==> src/pkg/pll_strap_pkg.sv <==
// Contract
// clock-off codes stop all internal clocking
// board applies only defined strap codes
// strap readable in bits 7-4 at 0xE2; the code puts all five bits in 7-3, the last one in bit 3
// single bypass: pci clock drives processor directly
// dual bypass: pci clock drives peripheral, 1:1
// dual bypass: oscillator drives processor, 1:1
// board keeps both bypass clocks synchronised
// top grade codes 0-4 map fixed multipliers
// lower grades: 1E, 1F turn multipliers off
// strap sampled in reset, held until next
package pll_strap_pkg;

	// register indices; byte address is four times the index
	localparam logic [9:0] REG_IDX_CTRL   = 10'h0E0;
	localparam logic [9:0] REG_IDX_STATUS = 10'h0E1;
	localparam logic [9:0] REG_IDX_STRAP  = 10'h0E2;

	// field positions
	localparam int CTRL_STOP_BIT  = 0;
	localparam int STRAP_FLD_LSB  = 3;
	localparam int STAT_MODE_LSB  = 0;
	localparam int STAT_RSV_BIT   = 3;
	localparam int STAT_MEM_LSB   = 4;
	localparam int STAT_CPU_LSB   = 8;

	// reset values and the bypass 1:1 ratio
	localparam logic       CTRL_STOP_RST = 1'h0;
	localparam logic [3:0] MULT_X2_OFF   = 4'h0;
	localparam logic [3:0] MULT_X2_ONE   = 4'h2;

	// strap codes with a fixed meaning
	localparam logic [4:0] CODE_OFF_A      = 5'h1E;
	localparam logic [4:0] CODE_OFF_B      = 5'h1F;
	localparam logic [4:0] CODE_SINGLE_BYP = 5'h06;
	localparam logic [4:0] CODE_DUAL_BYP   = 5'h05;
	localparam logic [4:0] CODE_TOP_LAST   = 5'h04;

	typedef enum logic [2:0] {
		MODE_NORMAL = 3'b000,
		MODE_SINGLE = 3'b001,
		MODE_DUAL   = 3'b010,
		MODE_OFF    = 3'b011,
		MODE_RSV    = 3'b100
	} mode_t;

	typedef enum logic [1:0] {
		SRC_PLL = 2'b00,
		SRC_PCI = 2'b01,
		SRC_OSC = 2'b10,
		SRC_OFF = 2'b11
	} clk_src_t;

	// top-grade table: {valid, mem pll bypassed, pci-to-mem x2, mem-to-cpu x2}
	function automatic logic [9:0] rate_top(input logic [4:0] code);
		logic [9:0] r;
		r = 10'h000;
		case (code)
			5'h00: r = {1'b1, 1'b0, 4'h6, 4'h5};
			5'h01: r = {1'b1, 1'b0, 4'h6, 4'h6};
			5'h02: r = {1'b1, 1'b0, 4'h2, 4'h9};
			5'h03: r = {1'b1, 1'b1, 4'h2, 4'h4};
			5'h04: r = {1'b1, 1'b0, 4'h4, 4'h4};
			default: r = 10'h000;
		endcase
		return r;
	endfunction : rate_top

endpackage : pll_strap_pkg

==> src/pkg/clk_plan_if.sv <==
// decoded clock arrangement passed from the decoder to the top
interface clk_plan_if;
	import pll_strap_pkg::*;
	mode_t      mode;
	clk_src_t   proc_src;
	clk_src_t   periph_src;
	logic       mem_pll_en;
	logic       cpu_pll_en;
	logic [3:0] mem_x2;
	logic [3:0] cpu_x2;

	modport producer (output mode, proc_src, periph_src, mem_pll_en, cpu_pll_en,
		mem_x2, cpu_x2);
	modport consumer (input mode, proc_src, periph_src, mem_pll_en, cpu_pll_en,
		mem_x2, cpu_x2);
endinterface : clk_plan_if

==> src/core/strap_decode.sv <==
module strap_decode
	import pll_strap_pkg::*;
(
	input  wire logic [4:0] strap_i,  // latched strap
	input  wire logic       top_grade_i, // high for the fastest grade
	clk_plan_if.producer    plan      // decoded arrangement
);

	logic [9:0] top_w;
	assign top_w = rate_top(strap_i);

	// unlisted codes fall to reserved with every clock held off, the safe answer
	always_comb begin
		plan.mode       = MODE_RSV;
		plan.proc_src   = SRC_OFF;
		plan.periph_src = SRC_OFF;
		plan.mem_pll_en = 1'b0;
		plan.cpu_pll_en = 1'b0;
		plan.mem_x2     = MULT_X2_OFF;
		plan.cpu_x2     = MULT_X2_OFF;
		unique case (strap_i)
			CODE_OFF_A, CODE_OFF_B: begin
				plan.mode = MODE_OFF; // see R01
			end
			CODE_SINGLE_BYP: begin
				plan.mode       = MODE_SINGLE;
				plan.proc_src   = SRC_PCI;
				plan.periph_src = SRC_PCI;
				plan.mem_x2     = MULT_X2_ONE;
				plan.cpu_x2     = MULT_X2_ONE;
			end
			CODE_DUAL_BYP: begin
				plan.mode       = MODE_DUAL;
				plan.periph_src = SRC_PCI;
				plan.proc_src   = SRC_OSC;
				plan.mem_x2     = MULT_X2_ONE;
				plan.cpu_x2     = MULT_X2_ONE;
			end
			default: begin
				if (top_grade_i && top_w[9]) begin
					plan.mode       = MODE_NORMAL;
					plan.proc_src   = SRC_PLL;
					plan.periph_src = top_w[8] ? SRC_PCI : SRC_PLL;
					plan.mem_pll_en = !top_w[8];
					plan.cpu_pll_en = 1'b1;
					plan.mem_x2     = top_w[7:4];
					plan.cpu_x2     = top_w[3:0];
				end
			end
		endcase
	end

endmodule : strap_decode

==> src/core/pll_config_strap_decoder.sv <==
module pll_config_strap_decoder
	import pll_strap_pkg::*;
(
	input  wire logic        clk_i,          // 250 MHz system clock
	input  wire logic        rst_i,          // synchronous reset, high
	input  wire logic [4:0]  strap_i,        // board strap, msb first
	input  wire logic        top_grade_i,    // speed grade strap
	input  wire logic        wb_cyc_i,       // wishbone cycle
	input  wire logic        wb_stb_i,       // wishbone strobe
	input  wire logic        wb_we_i,        // wishbone write
	input  wire logic [11:0] wb_adr_i,       // byte address
	input  wire logic [3:0]  wb_sel_i,       // byte lanes
	input  wire logic [31:0] wb_dat_i,       // write data
	output logic      [31:0] wb_dat_o,       // read data
	output logic             wb_ack_o,       // acknowledge
	output logic      [1:0]  proc_src_o,     // processor clock source
	output logic      [1:0]  periph_src_o,   // peripheral clock source
	output logic             mem_pll_en_o,   // peripheral pll enable
	output logic             cpu_pll_en_o,   // processor pll enable
	output logic      [3:0]  mem_mult_x2_o,  // pci-to-mem ratio times two
	output logic      [3:0]  cpu_mult_x2_o,  // mem-to-cpu ratio times two
	output logic             clk_run_o,      // internal clocks may run
	output logic             strap_rsv_o     // strap code has no meaning
);

	// latched straps
	logic [4:0] strap_r;
	logic       grade_r;

	// control and bus state
	logic       stop_r;
	logic       ack_r;
	logic [31:0] dat_r;

	// output flops
	clk_src_t   proc_src_r;
	clk_src_t   periph_src_r;
	logic       mem_pll_en_r;
	logic       cpu_pll_en_r;
	logic [3:0] mem_x2_r;
	logic [3:0] cpu_x2_r;
	logic       run_r;
	logic       rsv_r;

	// decoder
	clk_plan_if plan ();

	strap_decode u_decode (
		.strap_i     (strap_r),
		.top_grade_i (grade_r),
		.plan        (plan)
	);

	// straps are caught only while reset is held, so the arrangement
	// cannot shift under running logic if the board drifts later
	always_ff @(posedge clk_i) begin
		if (rst_i) begin
			strap_r <= strap_i;
			grade_r <= top_grade_i;
		end
	end

	// bus decode
	logic [9:0] idx_w;
	logic       req_w;
	logic       rd_cyc_w;
	logic       wr_w;
	logic       hit_ctrl_w;
	logic       hit_stat_w;
	logic       hit_strap_w;
	logic [31:0] rd_mux_w;
	logic [31:0] stat_w;
	logic [31:0] strap_rb_w;
	logic        stop_nxt;

	assign idx_w       = wb_adr_i[11:2];
	assign req_w       = wb_cyc_i && wb_stb_i;
	assign rd_cyc_w    = req_w && !ack_r;
	assign wr_w        = req_w && wb_we_i && ack_r;
	assign hit_ctrl_w  = (idx_w == REG_IDX_CTRL);
	assign hit_stat_w  = (idx_w == REG_IDX_STATUS);
	assign hit_strap_w = (idx_w == REG_IDX_STRAP);

	// status view of the ratio and reserved flops as they stand, with the decoded mode in bits 2-0
	assign stat_w = {20'h0_0000,
		cpu_x2_r,
		mem_x2_r,
		rsv_r,
		plan.mode};

	// strap readback, upper four code bits in 7-4, the last one in bit 3
	assign strap_rb_w = {24'h00_0000, strap_r, 3'h0};

	// unmapped words read as zero and swallow writes
	assign rd_mux_w = hit_ctrl_w  ? {31'h0000_0000, stop_r} :
	                  hit_stat_w  ? stat_w :
	                  hit_strap_w ? strap_rb_w :
	                  32'h0000_0000;

	// the readback register has no write path; only the stop bit takes writes
	assign stop_nxt = (wr_w && hit_ctrl_w && wb_sel_i[0]) ?
		wb_dat_i[CTRL_STOP_BIT] : stop_r;

	// ack one cycle after the request; write lands on the acked edge
	always_ff @(posedge clk_i) begin
		if (rst_i) begin
			ack_r <= 1'b0;
		end else begin
			ack_r <= rd_cyc_w;
		end
	end

	// read data captured with the ack and held through it
	always_ff @(posedge clk_i) begin
		if (rst_i) begin
			dat_r <= 32'h0000_0000;
		end else if (rd_cyc_w) begin
			dat_r <= rd_mux_w;
		end
	end

	// soft stop bit
	always_ff @(posedge clk_i) begin
		if (rst_i) begin
			stop_r <= CTRL_STOP_RST;
		end else begin
			stop_r <= stop_nxt;
		end
	end

	// next values for the clock controls
	logic     run_nxt;
	logic     off_w;
	clk_src_t proc_nxt;
	clk_src_t periph_nxt;

	// off and reserved modes and the soft stop all override the decoded clock sources entirely
	assign off_w      = (plan.mode == MODE_OFF) || (plan.mode == MODE_RSV);
	assign run_nxt    = !off_w && !stop_r;
	assign proc_nxt   = run_nxt ? plan.proc_src : SRC_OFF;
	assign periph_nxt = run_nxt ? plan.periph_src : SRC_OFF;

	// registered clock controls; reset parks every clock off
	always_ff @(posedge clk_i) begin
		if (rst_i) begin
			proc_src_r   <= SRC_OFF;
			periph_src_r <= SRC_OFF;
			mem_pll_en_r <= 1'b0;
			cpu_pll_en_r <= 1'b0;
			run_r        <= 1'b0;
		end else begin
			proc_src_r   <= proc_nxt;
			periph_src_r <= periph_nxt;
			mem_pll_en_r <= plan.mem_pll_en && run_nxt; // see R04
			cpu_pll_en_r <= plan.cpu_pll_en && run_nxt;
			run_r        <= run_nxt;
		end
	end

	// registered ratios and reserved flag
	always_ff @(posedge clk_i) begin
		if (rst_i) begin
			mem_x2_r <= MULT_X2_OFF;
			cpu_x2_r <= MULT_X2_OFF;
			rsv_r    <= 1'b0;
		end else begin
			mem_x2_r <= plan.mem_x2; // see R08
			cpu_x2_r <= plan.cpu_x2; // see R08
			rsv_r    <= (plan.mode == MODE_RSV);
		end
	end

	// ports straight from flops
	assign wb_ack_o      = ack_r;
	assign wb_dat_o      = dat_r;
	assign proc_src_o    = proc_src_r;
	assign periph_src_o  = periph_src_r;
	assign mem_pll_en_o  = mem_pll_en_r;
	assign cpu_pll_en_o  = cpu_pll_en_r;
	assign mem_mult_x2_o = mem_x2_r;
	assign cpu_mult_x2_o = cpu_x2_r;
	assign clk_run_o     = run_r;
	assign strap_rsv_o   = rsv_r;

	// helper: table entry for the latched code
	logic [9:0] top_ref_w;
	assign top_ref_w = rate_top(strap_r);

	property p_r01;
		@(posedge clk_i) disable iff (rst_i)
		(strap_r == CODE_OFF_A || strap_r == CODE_OFF_B)
			|=> !clk_run_o && proc_src_o == SRC_OFF && periph_src_o == SRC_OFF
			&& !mem_pll_en_o && !cpu_pll_en_o;
	endproperty
	a_r01: assert property (p_r01)
		else $error("clock-off code left a clock running");

	property p_r03;
		@(posedge clk_i) disable iff (rst_i)
		wb_ack_o && $past(wb_cyc_i && wb_stb_i && !wb_we_i && hit_strap_w)
			|-> wb_dat_o[7:4] == strap_r[4:1] && wb_dat_o[3] == strap_r[0]
			&& wb_dat_o[31:8] == 24'h00_0000;
	endproperty
	a_r03: assert property (p_r03)
		else $error("strap readback does not match latched strap");

	property p_r04;
		@(posedge clk_i) disable iff (rst_i)
		(strap_r == CODE_SINGLE_BYP && !stop_r)
			|=> proc_src_o == SRC_PCI && !mem_pll_en_o && mem_mult_x2_o == MULT_X2_ONE;
	endproperty
	a_r04: assert property (p_r04)
		else $error("single bypass not applied");

	property p_r05;
		@(posedge clk_i) disable iff (rst_i)
		(strap_r == CODE_DUAL_BYP && !stop_r)
			|=> periph_src_o == SRC_PCI && !mem_pll_en_o
			&& mem_mult_x2_o == MULT_X2_ONE;
	endproperty
	a_r05: assert property (p_r05)
		else $error("dual bypass peripheral clock wrong");

	property p_r06;
		@(posedge clk_i) disable iff (rst_i)
		(strap_r == CODE_DUAL_BYP && !stop_r)
			|=> proc_src_o == SRC_OSC && !cpu_pll_en_o && cpu_mult_x2_o == MULT_X2_ONE;
	endproperty
	a_r06: assert property (p_r06)
		else $error("dual bypass processor clock wrong");

	property p_r08;
		@(posedge clk_i) disable iff (rst_i)
		(grade_r && strap_r <= CODE_TOP_LAST) ##1 !rst_i
			|-> mem_mult_x2_o == $past(top_ref_w[7:4])
			&& cpu_mult_x2_o == $past(top_ref_w[3:0])
			&& strap_rsv_o == 1'b0;
	endproperty
	a_r08: assert property (p_r08)
		else $error("top grade multiplier mismatch");

	property p_r09;
		@(posedge clk_i) disable iff (rst_i)
		(!grade_r && strap_r[4:1] == CODE_OFF_A[4:1])
			|=> mem_mult_x2_o == MULT_X2_OFF && cpu_mult_x2_o == MULT_X2_OFF
			&& !clk_run_o;
	endproperty
	a_r09: assert property (p_r09)
		else $error("lower grade off code left a multiplier on");

	property p_r10;
		@(posedge clk_i) disable iff (rst_i)
		!$past(rst_i) && !$past(rst_i, 2) |-> $stable(strap_r) && $stable(grade_r)
			&& $stable(mem_mult_x2_o) && $stable(cpu_mult_x2_o);
	endproperty
	a_r10: assert property (p_r10)
		else $error("strap or decoded ratio changed outside reset");

	property p_ack;
		@(posedge clk_i) disable iff (rst_i)
		wb_ack_o |=> !wb_ack_o;
	endproperty
	a_ack: assert property (p_ack)
		else $error("ack held longer than one cycle");

	// an ack only ever answers a request taken on the edge before
	property p_ack_req;
		@(posedge clk_i) disable iff (rst_i)
		wb_ack_o |-> $past(wb_cyc_i && wb_stb_i && !wb_ack_o);
	endproperty
	a_ack_req: assert property (p_ack_req)
		else $error("ack without a pending request");

	// soft stop parks every clock one edge after it is seen
	property p_stop;
		@(posedge clk_i) disable iff (rst_i)
		stop_r |=> !clk_run_o && proc_src_o == SRC_OFF && periph_src_o == SRC_OFF
			&& !mem_pll_en_o && !cpu_pll_en_o;
	endproperty
	a_stop: assert property (p_stop)
		else $error("soft stop left a clock running");

	// a running block always has a real source on both clock trees
	property p_run;
		@(posedge clk_i) disable iff (rst_i)
		clk_run_o |-> proc_src_o != SRC_OFF && periph_src_o != SRC_OFF && !strap_rsv_o;
	endproperty
	a_run: assert property (p_run)
		else $error("running with a clock tree parked");

	// reserved codes keep the ratios off as well as the clocks
	property p_rsv;
		@(posedge clk_i) disable iff (rst_i)
		strap_rsv_o |-> !clk_run_o && mem_mult_x2_o == MULT_X2_OFF
			&& cpu_mult_x2_o == MULT_X2_OFF;
	endproperty
	a_rsv: assert property (p_rsv)
		else $error("reserved code left a ratio or clock on");

	// clock-off codes show zero ratios in every grade
	property p_off_ratio;
		@(posedge clk_i) disable iff (rst_i)
		(strap_r == CODE_OFF_A || strap_r == CODE_OFF_B)
			|=> mem_mult_x2_o == MULT_X2_OFF && cpu_mult_x2_o == MULT_X2_OFF;
	endproperty
	a_off_ratio: assert property (p_off_ratio)
		else $error("clock-off code shows a ratio");

	// status read returns the ratio and reserved flops as they stand
	property p_stat_rd;
		@(posedge clk_i) disable iff (rst_i)
		wb_ack_o && $past(req_w && !wb_we_i && hit_stat_w)
			|-> wb_dat_o[11:8] == cpu_mult_x2_o && wb_dat_o[7:4] == mem_mult_x2_o
			&& wb_dat_o[3] == strap_rsv_o && wb_dat_o[31:12] == 20'h0_0000;
	endproperty
	a_stat_rd: assert property (p_stat_rd)
		else $error("status read does not match the ratio outputs");

endmodule : pll_config_strap_decoder

==> config.mk <==
export PLATFORM = sky130hd
export DESIGN_NAME = pll_config_strap_decoder
export DESIGN_NICKNAME = d
export VERILOG_FILES = /design/src/pkg/pll_strap_pkg.sv /design/src/pkg/clk_plan_if.sv /design/src/core/strap_decode.sv /design/src/core/pll_config_strap_decoder.sv
export SDC_FILE = /design/constraint.sdc
export NUM_CORES = 1
export LEC_CHECK = 0
export BUFFER_PORTS_ARGS = -buffer_cell sky130_fd_sc_hd__buf_2
export CAP_MARGIN = 5
export CORE_MARGIN = 10
export CORE_UTILIZATION = 40
export DETAILED_ROUTE_END_ITERATION = 6
export PLACE_DENSITY = 0.75
export SLEW_MARGIN = 10
export SYNTH_ARGS = -nofsm -noshare
export SYNTH_HDL_FRONTEND = slang
export SYNTH_SLANG_ARGS = --single-unit
export TNS_END_PERCENT = 50
==> constraint.sdc <==
create_clock -name clk_i -period 1.95 [get_ports clk_i]
set_input_delay 0.0975 -clock clk_i [delete_from_list [all_inputs] [get_ports clk_i]]
set_output_delay 0.0975 -clock clk_i [all_outputs]
set_load 0.01 [all_outputs]
==> results.py <==
metrics = {
    "logic_synthesis": {
        "synth_edf_count": 6,
        "synth-main-ff-cell": "dfxtp_1",
        "synth_seq_cells": 34,
        "yosys_warnings": 0,
        "synth.distinct_cells": 39,
        "synth_area_sq_um": 1490,
        "yosysSeqAreaShare_pct": 49.9,
        "synthArstFlopShare_pct": 0,
        "postSynthAreaPerCell_sq_um": 9.97,
        "syn-instance-count": 149,
    },
    "timing": {
        "fmax_mhz": 589,
        "fin_worst_skew_ns": 0.00818,
        "period_share_pct": 87.1,
        "hold_violations": 0,
        "slew_violations": 0,
        "fin_tns_setup_ns": 0,
        "fin_crit_ns": 1.70,
        "rsz0062_at_grt": "false",
        "setup_viol": 0,
    },
    "die": {
        "die_h_um": 80.9,
        "die_area_sq_um": 6550,
        "ios": 108,
        "rows": 22,
        "core_area_sq_um": 3630,
        "fp.dieW_um": 80.9,
        "initial_utilization_pct": 40.9,
    },
    "placed_design": {
        "dp_hpwl_um": 2880,
        "globalplace.congestion": 0.867,
        "portBuffers": 49,
    },
    "global_routing": {
        "grt_overflow": 0,
        "grt_usage_pct": 11.5,
        "grt_antenna_before_repair": 0,
        "grt_max_degree": 22,
        "grt_pass1_wl_um": 5880,
        "grt_pass1_vias": 1223,
    },
    "detailed_routing": {
        "dr.pass1.iters": 4,
        "routed_wl_um": 3710,
        "viasPerCell": 4.71,
        "drt_iter0_drc": 70,
        "drc": 0,
        "num_vias": 1214,
        "drt-wirelength-per-cell_um": 14.4,
        "ant_nets": 0,
    },
    "critical_path": {
        "cp.arrival_ns": 1.86,
        "r2r_cells": 4,
        "cp_max_fo": 6,
        "worstSetupStartpointType": "register",
        "worstSetupEndpointType": "register",
        "crit_type": "register to register",
        "cp_data_required_time_ns": 2.11,
    },
    "clock_tree": {
        "cts_setup_buffers": 0,
        "clk_pin_slew_ns": 0.07,
        "hold_buffers": 6,
        "cts_max_path_buffers": 2,
        "cts_tree": "yes",
        "clk_latency_ns": 0.28,
        "ctsHtreeMaxLevel": 2,
        "clock_sinks": 34,
        "clockRootBuffer": "clkbuf_8",
        "cts_buffers": 5,
        "cts_resized": 0,
    },
    "min_path": {
        "min_path_cells": 2,
        "hold_class": "input pin to register",
    },
    "cells_and_area": {
        "final_cell_mix": "buf_2, dfxtp_1, conb_1, nand2_1, nor2_1",
        "antenna_cells": 0,
        "layout-drive-gt1-share_pct": 30.5,
        "syn_to_final_growth_pct": 26.1,
        "fin_nets": 268,
        "final_common_cell": "buf_2",
    },
    "run_status": {
        "status": "complete, no violations",
    },
    "power": {
        "finalPower_uw": 1490,
        "peakVddDrop_mv": 0.473,
        "power_density_nw_per_um2": 796,
        "power_leakage_uw": 0.000856,
    },
    "flow_run": {
        "cap_violations": 0,
    },
}
path summary, 6_finish.rpt:
check | from | to | slack (ns)
hold reg to reg | mem_mult_x2_o[2]$_SDFF_PP0_ | wb_dat_o[6]$_SDFFE_PP0P_ | 0.44
hold / removal | wb_dat_i[0] | stop_r$_SDFFE_PP0P_ | 0.07
setup / recovery | strap_r[3]$_DFFE_PP_ | proc_src_o[1]$_SDFF_PP1_ | 0.25
setup reg to reg | strap_r[3]$_DFFE_PP_ | proc_src_o[1]$_SDFF_PP1_ | 0.25
per-stage QoR:
step	hold WS, ns	cell area, sq um	instances	utilization [%]	worst slack (ns)
after floorplan	0.196	1560	170	-	0.556
after global placement	0.275	1710	244	47.1	0.330
after detailed placement	0.276	1710	244	47.1	0.247
after CTS	0.0564	1870	258	51.5	0.224
after global routing	0.0570	1870	258	51.5	0.110
final	0.0670	1870	258	51.5	0.252
power breakdown:
part / switching [uW] / internal (uW)
combinational: 93.9 / 63.1
clock: 244 / 331
sequential: 20.3 / 739
total: 358 / 1130
cell type report:
cell class,instances,area [sq um]
timing repair buffer,58,328
inverter,4,15.0
tap,48,60.1
clock buffer,8,101
fill,365,1760
multi-input combinational,106,628
sequential,34,741
Yosys cell counts (all sizes together), types with 2 or more instances:
library cell   n  area share (%)
a21oi          4             1.3
a22oi          4             2.0
a32oi          4             2.4
and2           2            0.84
buf           22              11
clkbuf         4             1.0
dfxtp         28              38
edfxtp         6              12
inv            4             1.0
nand2         16             4.0
nand3          7             2.4
nand3b         2             1.0
nor2          12             3.0
nor2b          3             1.3
nor3           3             1.3
nor3b          3             1.5
nor4           2             2.9
nor4b          2             1.6
o21ai          4             1.3
per-layer routing:
layer  vias up  global-route usage (%)  routed length [um]
li1        603                       -                   -
met1       554                    12.2                1510
met2        52                    18.4                1650
met3         5                    7.40                 500
met4         0                    4.15                  49
met5         -                       0                   0
worst max-delay path: stages, from the launching register on:
cell	delay (ns)
edfxtp_1	0.48
nor4b_1	0.49
nand2_1	0.18
a31oi_1	0.33
nand2_1	0.09
cells by family after synthesis:
group	Yosys count	synth area share, %
compound gates	23	11.0
xor+xnor	1	0.590
buf+inv	30	13.1
flops	34	49.9
mux	1	0.674
other cells	1	0.252
simple gates	59	24.4
sequential cells by signal, indices dropped and copies added, names as in the netlist:
register       cells
cpu_mult_x2_o      4
wb_ack_o           1
mem_pll_en_o       1
strap_r            5
mem_mult_x2_o      2
proc_src_o         2
clk_run_o          1
wb_dat_o          12
strap_rsv_o        1
periph_src_o       2
cpu_pll_en_o       1
grade_r            1
stop_r             1
Power figures use the tool's default switching activity.
